<file path="src/common/dtc_consts.svh">
`ifndef DTC_CONSTS_SVH
`define DTC_CONSTS_SVH
// ------------------------------------------------------------
// register indices; the bus byte address is four times the index
// ------------------------------------------------------------
`define DTC_ADDR_TMODE   8'h89
`define DTC_ADDR_T0LO    8'h8A
`define DTC_ADDR_T1LO    8'h8B
`define DTC_ADDR_T0HI    8'h8C
`define DTC_ADDR_T1HI    8'h8D
`define DTC_ADDR_DIV     8'h8F
`define DTC_ADDR_T01CTL  8'h88
`define DTC_ADDR_T2CTL   8'hC8
`define DTC_ADDR_T2MODE  8'hC9
`define DTC_ADDR_CRLO    8'hCA
`define DTC_ADDR_CRHI    8'hCB
`define DTC_ADDR_T2LO    8'hCC
`define DTC_ADDR_T2HI    8'hCD
`define DTC_ADDR_SHADOW  8'hD0
// ------------------------------------------------------------
// fields and reset values
// ------------------------------------------------------------
`define DTC_DIV_RESET    8'h4F
`define DTC_DIV_MASK     8'h7F
`define DTC_T2_EN_BIT    7
`define DTC_T2_CM_BIT    2
`define DTC_T2_RL_HI     4
`define DTC_T2_RL_LO     3
`define DTC_T2CTL_MASK   8'hFC
`define DTC_T2MODE_MASK  8'h07
`define DTC_T2M_CMP_OFF  3'h3
`define DTC_T2M_CMP_ON   3'h4
`define DTC_T0_RUN_BIT   4
`define DTC_T1_RUN_BIT   6
`define DTC_T0_OVF_BIT   5
`define DTC_T1_OVF_BIT   7
`define DTC_T01CTL_MASK  8'hF0
`define DTC_AXI_OKAY     2'h0
`define DTC_AXI_SLVERR   2'h2
`endif

</file>
<file path="src/common/dtc_pkg.sv">
package dtc_pkg;
	typedef enum logic [1:0] {
		DTC_M13,
		DTC_M16,
		DTC_M8R,
		DTC_MSPLIT
	} dtc_mode_t;
endpackage

</file>
<file path="src/design/dtc_timers.sv">
`timescale 1ns/1ps
`include "dtc_consts.svh"
module dtc_timers
	import dtc_pkg::*;
(
	// clock and reset
	input  wire logic        aclk,
	input  wire logic        aresetn,
	// axi4-lite write address
	input  wire logic [31:0] s_axi_awaddr,
	input  wire logic        s_axi_awvalid,
	output logic             s_axi_awready,
	// axi4-lite write data
	input  wire logic [31:0] s_axi_wdata,
	input  wire logic [3:0]  s_axi_wstrb,
	input  wire logic        s_axi_wvalid,
	output logic             s_axi_wready,
	// axi4-lite write response
	output logic [1:0]       s_axi_bresp,
	output logic             s_axi_bvalid,
	input  wire logic        s_axi_bready,
	// axi4-lite read address
	input  wire logic [31:0] s_axi_araddr,
	input  wire logic        s_axi_arvalid,
	output logic             s_axi_arready,
	// axi4-lite read data
	output logic [31:0]      s_axi_rdata,
	output logic [1:0]       s_axi_rresp,
	output logic             s_axi_rvalid,
	input  wire logic        s_axi_rready,
	// pins
	input  wire logic        timer2_reload_trigger_pin,
	output logic             timer2_compare_output_pin
);
	// ------------------------------------------------------------
	// registers
	// ------------------------------------------------------------
	logic [7:0]  timer01_mode_select;
	logic [7:0]  timer0_count_low;
	logic [7:0]  timer1_count_low;
	logic [7:0]  timer0_count_high;
	logic [7:0]  timer1_count_high;
	logic [7:0]  timer_clock_divider;
	logic [7:0]  timer01_control;
	logic [7:0]  timer2_control;
	logic [7:0]  timer2_mode;
	logic [15:0] compare_reload;
	logic [15:0] timer2_count;
	logic        shadow_level;
	logic        compare_level;
	logic        pin_prev;
	logic [6:0]  div_cnt0;
	logic [6:0]  div_cnt1;
	logic [6:0]  div_cnt2;
	logic        tick0;
	logic        tick1;
	logic        tick2;
	// bus state
	logic        aw_held;
	logic        w_held;
	logic [7:0]  aw_addr;
	logic [7:0]  w_byte;
	logic        w_lane;
	logic        wr_go;
	logic        wr_hit;

	// divider ratio from select codes, zero means reserved except timer 2 code 7, which divides by 128
	function automatic logic [6:0] ratio01(input logic [1:0] sel);
		case (sel)
			2'h1: ratio01 = 7'h04;
			2'h2: ratio01 = 7'h08;
			2'h3: ratio01 = 7'h0C;
			default: ratio01 = 7'h00;
		endcase
	endfunction

	function automatic logic [6:0] ratio2(input logic [2:0] sel);
		case (sel)
			3'h1: ratio2 = 7'h02;
			3'h2: ratio2 = 7'h04;
			3'h3: ratio2 = 7'h08;
			3'h4: ratio2 = 7'h0C;
			3'h5: ratio2 = 7'h10;
			3'h6: ratio2 = 7'h20;
			3'h7: ratio2 = 7'h00;
			default: ratio2 = 7'h00;
		endcase
	endfunction

	// register address decode
	function automatic logic mapped(input logic [7:0] a);
		case (a)
			`DTC_ADDR_TMODE, `DTC_ADDR_T0LO, `DTC_ADDR_T1LO, `DTC_ADDR_T0HI,
			`DTC_ADDR_T1HI, `DTC_ADDR_DIV, `DTC_ADDR_T01CTL, `DTC_ADDR_T2CTL,
			`DTC_ADDR_T2MODE, `DTC_ADDR_CRLO, `DTC_ADDR_CRHI, `DTC_ADDR_T2LO,
			`DTC_ADDR_T2HI, `DTC_ADDR_SHADOW: mapped = 1'b1;
			default: mapped = 1'b0;
		endcase
	endfunction

	// ------------------------------------------------------------
	// prescalers
	// ------------------------------------------------------------
	logic [6:0] lim0;
	logic [6:0] lim1;
	logic [6:0] lim2;
	assign lim0 = ratio01(timer_clock_divider[1:0]);
	assign lim1 = ratio01(timer_clock_divider[3:2]);
	assign lim2 = ratio2(timer_clock_divider[6:4]);

	// divide by 128 runs the full 7-bit wrap; reserved codes never tick
	always_ff @(posedge aclk) begin
		if (!aresetn) begin
			div_cnt0 <= 7'h00;
			div_cnt1 <= 7'h00;
			div_cnt2 <= 7'h00;
			tick0    <= 1'b0;
			tick1    <= 1'b0;
			tick2    <= 1'b0;
		end else begin
			tick0 <= 1'b0;
			tick1 <= 1'b0;
			tick2 <= 1'b0;
			if (lim0 == 7'h00 || div_cnt0 >= lim0 - 7'h01) begin
				div_cnt0 <= 7'h00;
				tick0    <= (lim0 != 7'h00);
			end else begin
				div_cnt0 <= div_cnt0 + 7'h01;
			end
			if (lim1 == 7'h00 || div_cnt1 >= lim1 - 7'h01) begin
				div_cnt1 <= 7'h00;
				tick1    <= (lim1 != 7'h00);
			end else begin
				div_cnt1 <= div_cnt1 + 7'h01;
			end
			if (timer_clock_divider[6:4] == 3'h0) begin
				div_cnt2 <= 7'h00;
			end else if (lim2 != 7'h00 && div_cnt2 >= lim2 - 7'h01) begin
				div_cnt2 <= 7'h00;
				tick2    <= 1'b1;
			end else begin
				div_cnt2 <= div_cnt2 + 7'h01;
				tick2    <= (lim2 == 7'h00) && (div_cnt2 == 7'h7F);
			end
		end
	end

	// ------------------------------------------------------------
	// axi4-lite write path
	// ------------------------------------------------------------
	assign wr_go  = aw_held && w_held && !s_axi_bvalid;
	assign wr_hit = wr_go && w_lane && mapped(aw_addr);

	always_ff @(posedge aclk) begin
		if (!aresetn) begin
			aw_held       <= 1'b0;
			w_held        <= 1'b0;
			aw_addr       <= 8'h00;
			w_byte        <= 8'h00;
			w_lane        <= 1'b0;
			s_axi_awready <= 1'b0;
			s_axi_wready  <= 1'b0;
			s_axi_bvalid  <= 1'b0;
			s_axi_bresp   <= `DTC_AXI_OKAY;
		end else begin
			s_axi_awready <= !aw_held && !s_axi_awready && !s_axi_bvalid;
			s_axi_wready  <= !w_held && !s_axi_wready && !s_axi_bvalid;
			if (s_axi_awvalid && s_axi_awready) begin
				aw_held       <= 1'b1;
				aw_addr       <= s_axi_awaddr[1:0] != 2'h0 ? 8'hFF : s_axi_awaddr[9:2];
				s_axi_awready <= 1'b0;
			end
			if (s_axi_wvalid && s_axi_wready) begin
				w_held       <= 1'b1;
				w_byte       <= s_axi_wdata[7:0];
				w_lane       <= s_axi_wstrb[0];
				s_axi_wready <= 1'b0;
			end
			if (wr_go) begin
				aw_held      <= 1'b0;
				w_held       <= 1'b0;
				s_axi_bvalid <= 1'b1;
				s_axi_bresp  <= mapped(aw_addr) ? `DTC_AXI_OKAY : `DTC_AXI_SLVERR;
			end else if (s_axi_bvalid && s_axi_bready) begin
				s_axi_bvalid <= 1'b0;
			end
		end
	end

	// ------------------------------------------------------------
	// configuration registers
	// ------------------------------------------------------------
	always_ff @(posedge aclk) begin
		if (!aresetn) begin
			timer01_mode_select <= 8'h00;
			timer_clock_divider <= `DTC_DIV_RESET;
			timer2_control      <= 8'h00;
			timer2_mode         <= 8'h00;
			compare_reload      <= 16'h0000;
			shadow_level        <= 1'b0;
		end else if (wr_hit) begin
			case (aw_addr)
				`DTC_ADDR_TMODE:  timer01_mode_select <= w_byte;
				`DTC_ADDR_DIV:    timer_clock_divider <= w_byte & `DTC_DIV_MASK;
				`DTC_ADDR_T2CTL:  timer2_control <= w_byte & `DTC_T2CTL_MASK;
				`DTC_ADDR_T2MODE: timer2_mode <= w_byte & `DTC_T2MODE_MASK;
				`DTC_ADDR_CRLO:   compare_reload[7:0] <= w_byte;
				`DTC_ADDR_CRHI:   compare_reload[15:8] <= w_byte;
				`DTC_ADDR_SHADOW: shadow_level <= w_byte[0];
				default: ;
			endcase
		end
	end

	// ------------------------------------------------------------
	// timer 0 and timer 1
	// ------------------------------------------------------------
	dtc_mode_t mode0;
	dtc_mode_t mode1;
	logic      run0;
	logic      run1;
	assign mode0 = dtc_mode_t'(timer01_mode_select[1:0]);
	assign mode1 = dtc_mode_t'(timer01_mode_select[5:4]);
	assign run0  = timer01_control[`DTC_T0_RUN_BIT];
	assign run1  = timer01_control[`DTC_T1_RUN_BIT];

	// counting; a software write to a count byte wins over the count
	always_ff @(posedge aclk) begin
		if (!aresetn) begin
			timer0_count_low  <= 8'h00;
			timer0_count_high <= 8'h00;
			timer1_count_low  <= 8'h00;
			timer1_count_high <= 8'h00;
			timer01_control   <= 8'h00;
		end else begin
			// software write first, so a same-cycle hardware flag set wins
			if (wr_hit && aw_addr == `DTC_ADDR_T01CTL)
				timer01_control <= w_byte & `DTC_T01CTL_MASK;
			if (run0 && tick0) begin
				case (mode0)
					DTC_M13: begin
						timer0_count_low <= {3'h0, timer0_count_low[4:0] + 5'h01};
						if (timer0_count_low[4:0] == 5'h1F) begin
							timer0_count_high <= timer0_count_high + 8'h01;
							if (timer0_count_high == 8'hFF)
								timer01_control[`DTC_T0_OVF_BIT] <= 1'b1;
						end
					end
					DTC_M16: begin
						{timer0_count_high, timer0_count_low} <=
							{timer0_count_high, timer0_count_low} + 16'h0001;
						if ({timer0_count_high, timer0_count_low} == 16'hFFFF)
							timer01_control[`DTC_T0_OVF_BIT] <= 1'b1;
					end
					DTC_M8R: begin
						timer0_count_low <= (timer0_count_low == 8'hFF) ?
							timer0_count_high : timer0_count_low + 8'h01;
						if (timer0_count_low == 8'hFF)
							timer01_control[`DTC_T0_OVF_BIT] <= 1'b1;
					end
					DTC_MSPLIT: begin
						timer0_count_low <= timer0_count_low + 8'h01;
						if (timer0_count_low == 8'hFF)
							timer01_control[`DTC_T0_OVF_BIT] <= 1'b1;
					end
					default: ;
				endcase
			end
			// split high byte runs on timer 1 run bit and ticks
			if (mode0 == DTC_MSPLIT && run1 && tick1) begin
				timer0_count_high <= timer0_count_high + 8'h01;
				if (timer0_count_high == 8'hFF)
					timer01_control[`DTC_T1_OVF_BIT] <= 1'b1;
			end
			if (run1 && tick1) begin
				case (mode1)
					DTC_M13: begin
						timer1_count_low <= {3'h0, timer1_count_low[4:0] + 5'h01};
						if (timer1_count_low[4:0] == 5'h1F) begin
							timer1_count_high <= timer1_count_high + 8'h01;
							if (timer1_count_high == 8'hFF && mode0 != DTC_MSPLIT)
								timer01_control[`DTC_T1_OVF_BIT] <= 1'b1;
						end
					end
					DTC_M16: begin
						{timer1_count_high, timer1_count_low} <=
							{timer1_count_high, timer1_count_low} + 16'h0001;
						if ({timer1_count_high, timer1_count_low} == 16'hFFFF &&
							mode0 != DTC_MSPLIT)
							timer01_control[`DTC_T1_OVF_BIT] <= 1'b1;
					end
					DTC_M8R: begin
						timer1_count_low <= (timer1_count_low == 8'hFF) ?
							timer1_count_high : timer1_count_low + 8'h01;
						if (timer1_count_low == 8'hFF && mode0 != DTC_MSPLIT)
							timer01_control[`DTC_T1_OVF_BIT] <= 1'b1;
					end
					DTC_MSPLIT: ; // hold contents
					default: ;
				endcase
			end
			// mode 0 forces the top low bits to zero
			if (mode0 == DTC_M13)
				timer0_count_low[7:5] <= 3'h0;
			if (mode1 == DTC_M13)
				timer1_count_low[7:5] <= 3'h0;
			if (wr_hit) begin
				case (aw_addr)
					`DTC_ADDR_T0LO: timer0_count_low <= (mode0 == DTC_M13) ?
						{3'h0, w_byte[4:0]} : w_byte;
					`DTC_ADDR_T1LO: timer1_count_low <= (mode1 == DTC_M13) ?
						{3'h0, w_byte[4:0]} : w_byte;
					`DTC_ADDR_T0HI: timer0_count_high <= w_byte;
					`DTC_ADDR_T1HI: timer1_count_high <= w_byte;
					default: ;
				endcase
			end
		end
	end

	// ------------------------------------------------------------
	// timer 2 with reload and compare
	// ------------------------------------------------------------
	logic t2_en;
	logic t2_ovf;
	logic t2_match;
	logic pin_fall;
	logic cmp_mode;
	assign t2_en    = timer2_control[`DTC_T2_EN_BIT];
	assign t2_ovf   = t2_en && tick2 && timer2_count == 16'hFFFF;
	assign t2_match = t2_en && timer2_count == compare_reload;
	assign pin_fall = pin_prev && !timer2_reload_trigger_pin;
	assign cmp_mode = timer2_control[`DTC_T2_CM_BIT];

	always_ff @(posedge aclk) begin
		if (!aresetn) begin
			timer2_count <= 16'h0000;
			pin_prev     <= 1'b1;
		end else begin
			pin_prev <= timer2_reload_trigger_pin;
			if (wr_hit && aw_addr == `DTC_ADDR_T2LO) begin
				timer2_count[7:0] <= w_byte;
			end else if (wr_hit && aw_addr == `DTC_ADDR_T2HI) begin
				timer2_count[15:8] <= w_byte;
			end else if (t2_en && timer2_control[`DTC_T2_RL_HI] &&
				timer2_control[`DTC_T2_RL_LO] && pin_fall) begin
				timer2_count <= compare_reload;
			end else if (t2_ovf && timer2_control[`DTC_T2_RL_HI] &&
				!timer2_control[`DTC_T2_RL_LO]) begin
				timer2_count <= compare_reload;
			end else if (t2_en && tick2) begin
				timer2_count <= timer2_count + 16'h0001;
			end
		end
	end

	// compare output level
	always_ff @(posedge aclk) begin
		if (!aresetn || !t2_en) begin
			compare_level <= 1'b0;
		end else if (!cmp_mode) begin
			if (t2_ovf)
				compare_level <= 1'b0;
			else if (t2_match)
				compare_level <= 1'b1;
		end else if (t2_match) begin
			compare_level <= shadow_level;
		end
	end

	// pin gated by the timer 2 mode field
	always_ff @(posedge aclk) begin
		if (!aresetn)
			timer2_compare_output_pin <= 1'b0;
		else
			timer2_compare_output_pin <= compare_level &&
				timer2_mode[2:0] == `DTC_T2M_CMP_ON;
	end

	// ------------------------------------------------------------
	// axi4-lite read path
	// ------------------------------------------------------------
	logic [7:0] rd_byte;
	logic       rd_ok;
	// word aligned, mapped index, nothing above the index field
	assign rd_ok = mapped(s_axi_araddr[9:2]) && s_axi_araddr[31:10] == 22'h000000 &&
		s_axi_araddr[1:0] == 2'h0;
	always_comb begin
		rd_byte = 8'h00;
		case (s_axi_araddr[9:2])
			`DTC_ADDR_TMODE:  rd_byte = timer01_mode_select;
			`DTC_ADDR_T0LO:   rd_byte = timer0_count_low;
			`DTC_ADDR_T1LO:   rd_byte = timer1_count_low;
			`DTC_ADDR_T0HI:   rd_byte = timer0_count_high;
			`DTC_ADDR_T1HI:   rd_byte = timer1_count_high;
			`DTC_ADDR_DIV:    rd_byte = timer_clock_divider;
			`DTC_ADDR_T01CTL: rd_byte = timer01_control;
			`DTC_ADDR_T2CTL:  rd_byte = timer2_control;
			`DTC_ADDR_T2MODE: rd_byte = timer2_mode;
			`DTC_ADDR_CRLO:   rd_byte = compare_reload[7:0];
			`DTC_ADDR_CRHI:   rd_byte = compare_reload[15:8];
			`DTC_ADDR_T2LO:   rd_byte = timer2_count[7:0];
			`DTC_ADDR_T2HI:   rd_byte = timer2_count[15:8];
			`DTC_ADDR_SHADOW: rd_byte = {6'h00, compare_level, shadow_level};
			default:          rd_byte = 8'h00;
		endcase
	end

	always_ff @(posedge aclk) begin
		if (!aresetn) begin
			s_axi_arready <= 1'b0;
			s_axi_rvalid  <= 1'b0;
			s_axi_rdata   <= 32'h00000000;
			s_axi_rresp   <= `DTC_AXI_OKAY;
		end else begin
			s_axi_arready <= !s_axi_arready && !s_axi_rvalid;
			if (s_axi_arvalid && s_axi_arready) begin
				s_axi_arready <= 1'b0;
				s_axi_rvalid  <= 1'b1;
				s_axi_rdata   <= rd_ok ? {24'h000000, rd_byte} : 32'h00000000;
				s_axi_rresp   <= rd_ok ? `DTC_AXI_OKAY : `DTC_AXI_SLVERR;
			end else if (s_axi_rvalid && s_axi_rready) begin
				s_axi_rvalid <= 1'b0;
			end
		end
	end
endmodule

</file>
<file path="config.mk">
export PLATFORM = sky130hd
export DESIGN_NAME = dtc_timers
export DESIGN_NICKNAME = d
export VERILOG_FILES = /design/src/common/dtc_pkg.sv /design/src/design/dtc_timers.sv
export VERILOG_INCLUDE_DIRS = /design/src /design/src/common
export SDC_FILE = /design/constraint.sdc
export NUM_CORES = 1
export LEC_CHECK = 0
export ABC_AREA = 1
export BUFFER_PORTS_ARGS = -buffer_cell sky130_fd_sc_hd__buf_2
export CAP_MARGIN = 30
export CELL_PAD_IN_SITES_DETAIL_PLACEMENT = 2
export CELL_PAD_IN_SITES_GLOBAL_PLACEMENT = 2
export CORE_MARGIN = 10
export CORE_UTILIZATION = 34
export CTS_BUF_LIST = sky130_fd_sc_hd__clkbuf_16
export DETAILED_ROUTE_END_ITERATION = 8
export PLACE_DENSITY = 0.93
export SLEW_MARGIN = 20
export SYNTH_ARGS = -nofsm -noshare
export SYNTH_HDL_FRONTEND = slang
export SYNTH_SLANG_ARGS = --single-unit
</file>
<file path="constraint.sdc">
create_clock -name aclk -period 6.25 [get_ports aclk]
set_input_delay 0 -clock aclk [delete_from_list [all_inputs] [get_ports aclk]]
set_output_delay 0 -clock aclk [all_outputs]
set_load 0.005 [all_outputs]
</file>
==> After elaboration in Yosys (flattened, before gate mapping) <==
Cells that the tools add are included.
{ "word_totals": {"register_bits": 180, "latch_bits": 0, "ram_bits": 0, "mem_bits_ro": 0, "input_bits": 108, "out_inout_bits": 42, "wordCells": 276, "memories": 0} }
{ "classes": {"n_addsub": 15, "mul": 0, "div": 0, "magnitude_cmp": 3, "n_eq_ne": 60, "n_shift": 0, "muxes": 67, "n_bitwise": 2, "reduce_logical": 92} }
{ "ops": {"columns": ["cell", "count"], "rows": [
  ["$eq 8x8->1 const B", 32],
  ["$mux 8", 25],
  ["$pmux 8 s14", 1],
  ["$add 16x1->16 const B", 3],
  ["$eq 16x16->1 const B", 3],
  ["$mux 16", 3],
  ["$logic_and 1x1->1", 38],
  ["$pmux 6 s6", 1],
  ["$add 8x1->8 const B", 4],
  ["$pmux 8 s2", 2],
  ["$pmux 8 s4", 1],
  ["$reduce_or 14->1", 2],
  ["$mux 1", 25],
  ["$pmux 4 s3", 2],
  ["$pmux 8 s3", 1],
  ["$reduce_and 2->1", 12],
  ["$logic_not 22->1", 1],
  ["$add 7x1->7 const B", 3],
  ["$ge 7x7->1", 3],
  ["$logic_not 7->1", 3],
  ["$reduce_bool 7->1", 3],
  ["$sub 7x1->7 const B", 3],
  ["$eq 16x16->1", 1],
  ["$reduce_or 2->1", 8],
  ["21 further kinds", 59]
]} }

==> Depth between registers and ports, before layout <==
{ "logic_depth": {"depth_word": 12, "mapped_depth": 15, "ltp_nobuf": 14} }

==> Least setup slack after synthesis <==
Ideal clock, no wire load.
{ "synth_timing": {"kind": "reg2reg", "start": "register timer_clock_divider[5]", "end": "register div_cnt2[3]", "setup_time_ps": 81, "arrival_ps": 1948, "t_required_ps": 6169, "setup_slack_ps": 4221, "stages_incl_launch_ff": 15, "path_buffers": 0, "synth_period_minus_slack_ps": 2029, "path_cell_list": "dfxtp_1 nor2_1 nand3b_1 ha_1 nand2_1 inv_1 a31oi_1 ha_1 nand2_1 inv_1 nand3_1 o221ai_1 nand2_1 nand3_1 nor3b_1"} }
{ "synth_between": {"elab_chain_len": 6, "elab_cells_between_ends": 13, "cone_classes": "add/sub (1); order compare (1); eq/ne (6); mux (1); reduce/logical (4)"} }
{ "synth_rtl": {"columns": ["element", "line", "rtl"], "rows": [
  ["from (decl)", "dtc_timers.sv:43", "logic [7:0] timer_clock_divider;"],
  ["from (signal assigned)", "dtc_timers.sv:196", "timer_clock_divider <= `DTC_DIV_RESET;"],
  ["from (signal assigned)", "dtc_timers.sv:204", "`DTC_ADDR_DIV: timer_clock_divider <= w_byte & `DTC_DIV_MASK;"],
  ["$eq 3x3->1, or another cell as far along", "dtc_timers.sv:78", "case (sel)"],
  ["$pmux 6 s6", "dtc_timers.sv:78", null],
  ["$sub 7x1->7", "dtc_timers.sv:138", "end else if (lim2 != 7'h00 && div_cnt2 >= lim2 - 7'h01) begin"],
  ["$ge 7x7->1", "dtc_timers.sv:138", null],
  ["$logic_and 1x1->1", "dtc_timers.sv:138", null],
  ["$reduce_or 3->1 (no line) (*)", null, null],
  ["to (signal assigned)", "dtc_timers.sv:142", "div_cnt2 <= div_cnt2 + 7'h01;"],
  ["to (decl)", "dtc_timers.sv:54", "logic [6:0] div_cnt2;"]
]} }
Every way passes the cells marked *; elsewhere a longest branch is shown, timed or not.
A chain may end at the register's enable or synchronous reset.

==> Worst setup path after layout <==
{ "layout_timing": {"start": "register timer2_count[1]", "end": "register timer2_count[7]"} }
{ "layout_between": {"elab_chain_len": 8, "elab_cells_between_ends": 12, "cone_classes": "add/sub (1); eq/ne (1); mux (5); reduce/logical (5)"} }
{ "layout_rtl": {"columns": ["element", "line", "rtl"], "rows": [
  ["from (decl)", "dtc_timers.sv:48", "logic [15:0] timer2_count;"],
  ["from (signal assigned)", "dtc_timers.sv:342", "timer2_count[7:0] <= w_byte;"],
  ["from (signal assigned)", "dtc_timers.sv:347", "timer2_count <= compare_reload;"],
  ["from (signal assigned)", "dtc_timers.sv:350", "timer2_count <= compare_reload;"],
  ["branches (longest 8 deep; another with $add 16x1->16)", null, null]
]} }
Parallel ways; which one is timed is not known. The select of a mux whose other input is x is not followed.

==> run metrics <==
GRT Residual Overflow 0; WL met2 23.3 mm; setup ws final 3.01 ns; Avg Inst Size Synth 6.47 µm²; failing checks negative hold slack; Worst EP required 6.63 ns; FF+latch count, synth 154; n_diodes 0; Initial Util 34.3%; uppermost routed layer met5; CTS buffer count 17; Final Net Count 1779; PwrDens 195 nW/µm²; maximum clock rate 309 MHz; Post-route DRC 0; skew final 0.0112 ns; most frequent cells in the layout nand2_1, inv_1, o21ai_0; Port Buffers 74; DIE WIDTH 192 µm; VDD IR max 150 µV; Worst Path Buf+Inv 1; total power 2.24 mW; max cap viols 0; clk buf depth 2; Root Buffer clkbuf_16; H-tree Lvls 4; die footprint 37000 µm²; Final Routed Wirelength 48.4 mm; clock transition at the registers of the reported paths 0.07 ns; EDFF count, synth 0; pin count of the biggest net entering global routing 58; initial antenna violation count 1; Rel. slew slack 28.3%; Final Max Slew Viols 0; Row Count 63; Synth Warn # 0; synthesis-to-layout area growth 13.5%; post-DR wirelength/cell 23.8 µm; Hold WC Path Type input port to flop; Final HPWL DP 33.7 mm; post-synth cell types 51; M1 wire length 20.1 mm; CTS tree yes; worst-path fanout max 25; final setup TNS 0 ns; total leakage power 4.74 nW; RePlAce Congestion 0.893; layout cells sized above 1 8.81%; Synth Flop Type dfxtp_1; status finished with violations; Crit Path Class flop to flop; Cell Area, Synth 10100 µm²; fin crit share 51.8%; Final Setup Violations 0; Tot GR Track Use 26.0%; Post-Synthesis Cells 1564; Antenna Nets Post-Route 0; final worst path period need 3.24 ns; DP Worst Slack 3.18 ns; Least-Margin Pin Slew 1.07 ns; Die Ht 192 µm; Top Ports 150; post-cts resize count 0; ys async rst share 0%; routed vias 11800; clock sinks 154; Final Hold Viols 1; Skew-Pair Late Insertion Delay 0.47 ns; RSZ-0062 raised after global routing false; global-route wire length before repair 75.5 mm; worst-path cell chain ha_1 > nand2_1 > nor2_2 > nand2_1 > nor2_2 > nand4_4 > nand2_2 > nor2_1 > inv_1 > nand2_2 > nand2_4 > nand3_1 > a21oi_1; sequential cell area fraction in the yosys report 30.5%; most common cell after layout, fill and taps aside nand2_1; TritonRoute pass-1 iters 6; Iter 0 DRT Violations 970; WP data arrival 3.62 ns; Final Hold Slack -0.000322 ns; CP max-delay cell dfxtp_1; CP peak stage delay 0.59 ns; Worst Setup End Kind flop; vias in the first global route 13000; DR WL met3 3.12 mm; detail-routed via count per cell 5.82; Worst setup SP type flop; core box area 29500 µm²; Crit path max-delay family simple AND/OR/NAND/NOR gates
## cell families (layout without fill, tap and decap cells)
kind of cell / Yosys count / after routing / synth area share [%]
simple gates: 677 / 677 / 29.7
other cells: 1 / 26 / 0.0371
compound gates: 387 / 387 / 20.7
flops: 154 / 154 / 30.5
buf+inv: 275 / 332 / 11.6
fa+ha+maj: 37 / 37 / 4.58
xor+xnor: 33 / 33 / 2.86
## sequential cells by signal (all words and copies together), names as in the netlist, 8 cells and up
register	count
timer1_count_low	8
timer0_count_low	8
compare_reload	16
s_axi_rdata	8
aw_addr	8
timer2_count	16
w_byte	8
timer0_count_high	8
timer1_count_high	8
timer01_mode_select	8
## worst register-to-register path, cell delays in order, from the launching register on
cell and delay [ns]:
dfxtp_1 0.59, ha_1 0.28, nand2_1 0.10, nor2_2 0.25, nand2_1 0.16, nor2_2 0.22, nand4_4 0.23, nand2_2 0.46
nor2_1 0.14, inv_1 0.09, nand2_2 0.16, nand2_4 0.18, nand3_1 0.12, a21oi_1 0.18
## routing by layer
layer / GRT usage [%] / up-vias
met5: 0 / -
met4: 11.2 / 2
met3: 5.49 / 159
met2: 44.5 / 465
met1: 30.8 / 5890
li1: - / 5324
## Yosys cell counts, types with 2 or more instances
cell	number	share of area, %
dfxtp_1	154	30
nand4_1	32	2.0
o2111ai_1	2	0.17
clkbuf_1	33	1.2
nand3_1	96	4.8
nor3_1	48	2.4
o22ai_1	28	1.7
o211ai_1	15	1.1
o221ai_1	2	0.17
nand2_2	7	0.43
nor2_2	7	0.43
a21oi_1	143	7.1
nand3b_1	8	0.59
nand2_1	309	11
nor2_1	141	5.2
a211oi_1	3	0.22
clkinv_1	2	0.074
nor3b_1	2	0.15
o21ai_1	9	0.45
inv_1	188	7.0
or2_2	5	0.31
buf_4	29	2.2
o21ai_0	161	8.0
inv_2	4	0.15
nor4_1	10	0.62
nand2_4	3	0.33
o21a_1	2	0.15
buf_2	12	0.59
nand3_2	4	0.40
o31ai_1	2	0.15
buf_6	2	0.22
xor2_1	29	2.5
a221oi_1	6	0.52
ha_1	37	4.6
clkinv_2	2	0.099
xnor2_1	4	0.35
a22oi_1	5	0.37
a31oi_1	5	0.31
## layout make-up
type | instances | area [µm²]
Timing Repair Buffer | 104 | 664
Tap cell | 390 | 488
Fill cell | 3585 | 18000
Sequential cell | 154 | 3080
Inverter | 197 | 744
Clock buffer | 17 | 425
Clock inverter | 14 | 125
Multi-Input combinational cell | 1160 | 5950
## where the power goes
part | total [mW] | switching, mW | internal [mW]
clock | 1.06 | 0.538 | 0.524
sequential | 1.04 | 0.0415 | 0.998
combinational | 0.139 | 0.0881 | 0.0509
## metrics by stage
stage	instance area (µm²)	cells	util, %
6_report	11500	2036	38.9
5_1_grt	11500	2036	38.9
4_1_cts	11500	2035	38.9
3_5_place_dp	10700	1978	36.1
3_3_place_gp	10700	1978	36.1
2_1_floorplan	10200	1589	-
## worst paths after layout
kind	slack, ns	to	startpoint	depth (start not counted)
max	3.01	timer2_count[7]	timer2_count[1]	13
min	-0.0003	s_axi_rresp[1]	s_axi_araddr[0]	5
max reg2reg	3.01	timer2_count[7]	timer2_count[1]	13
min reg2reg	0.45	s_axi_wready	w_held	1
## what timing repair did
action                                 in CTS  in global routing
endpoints found under the hold margin      21                  0
hold buffers                               26                  0
buffers inserted                            0                  0
Power figures use the tool's default switching activity.
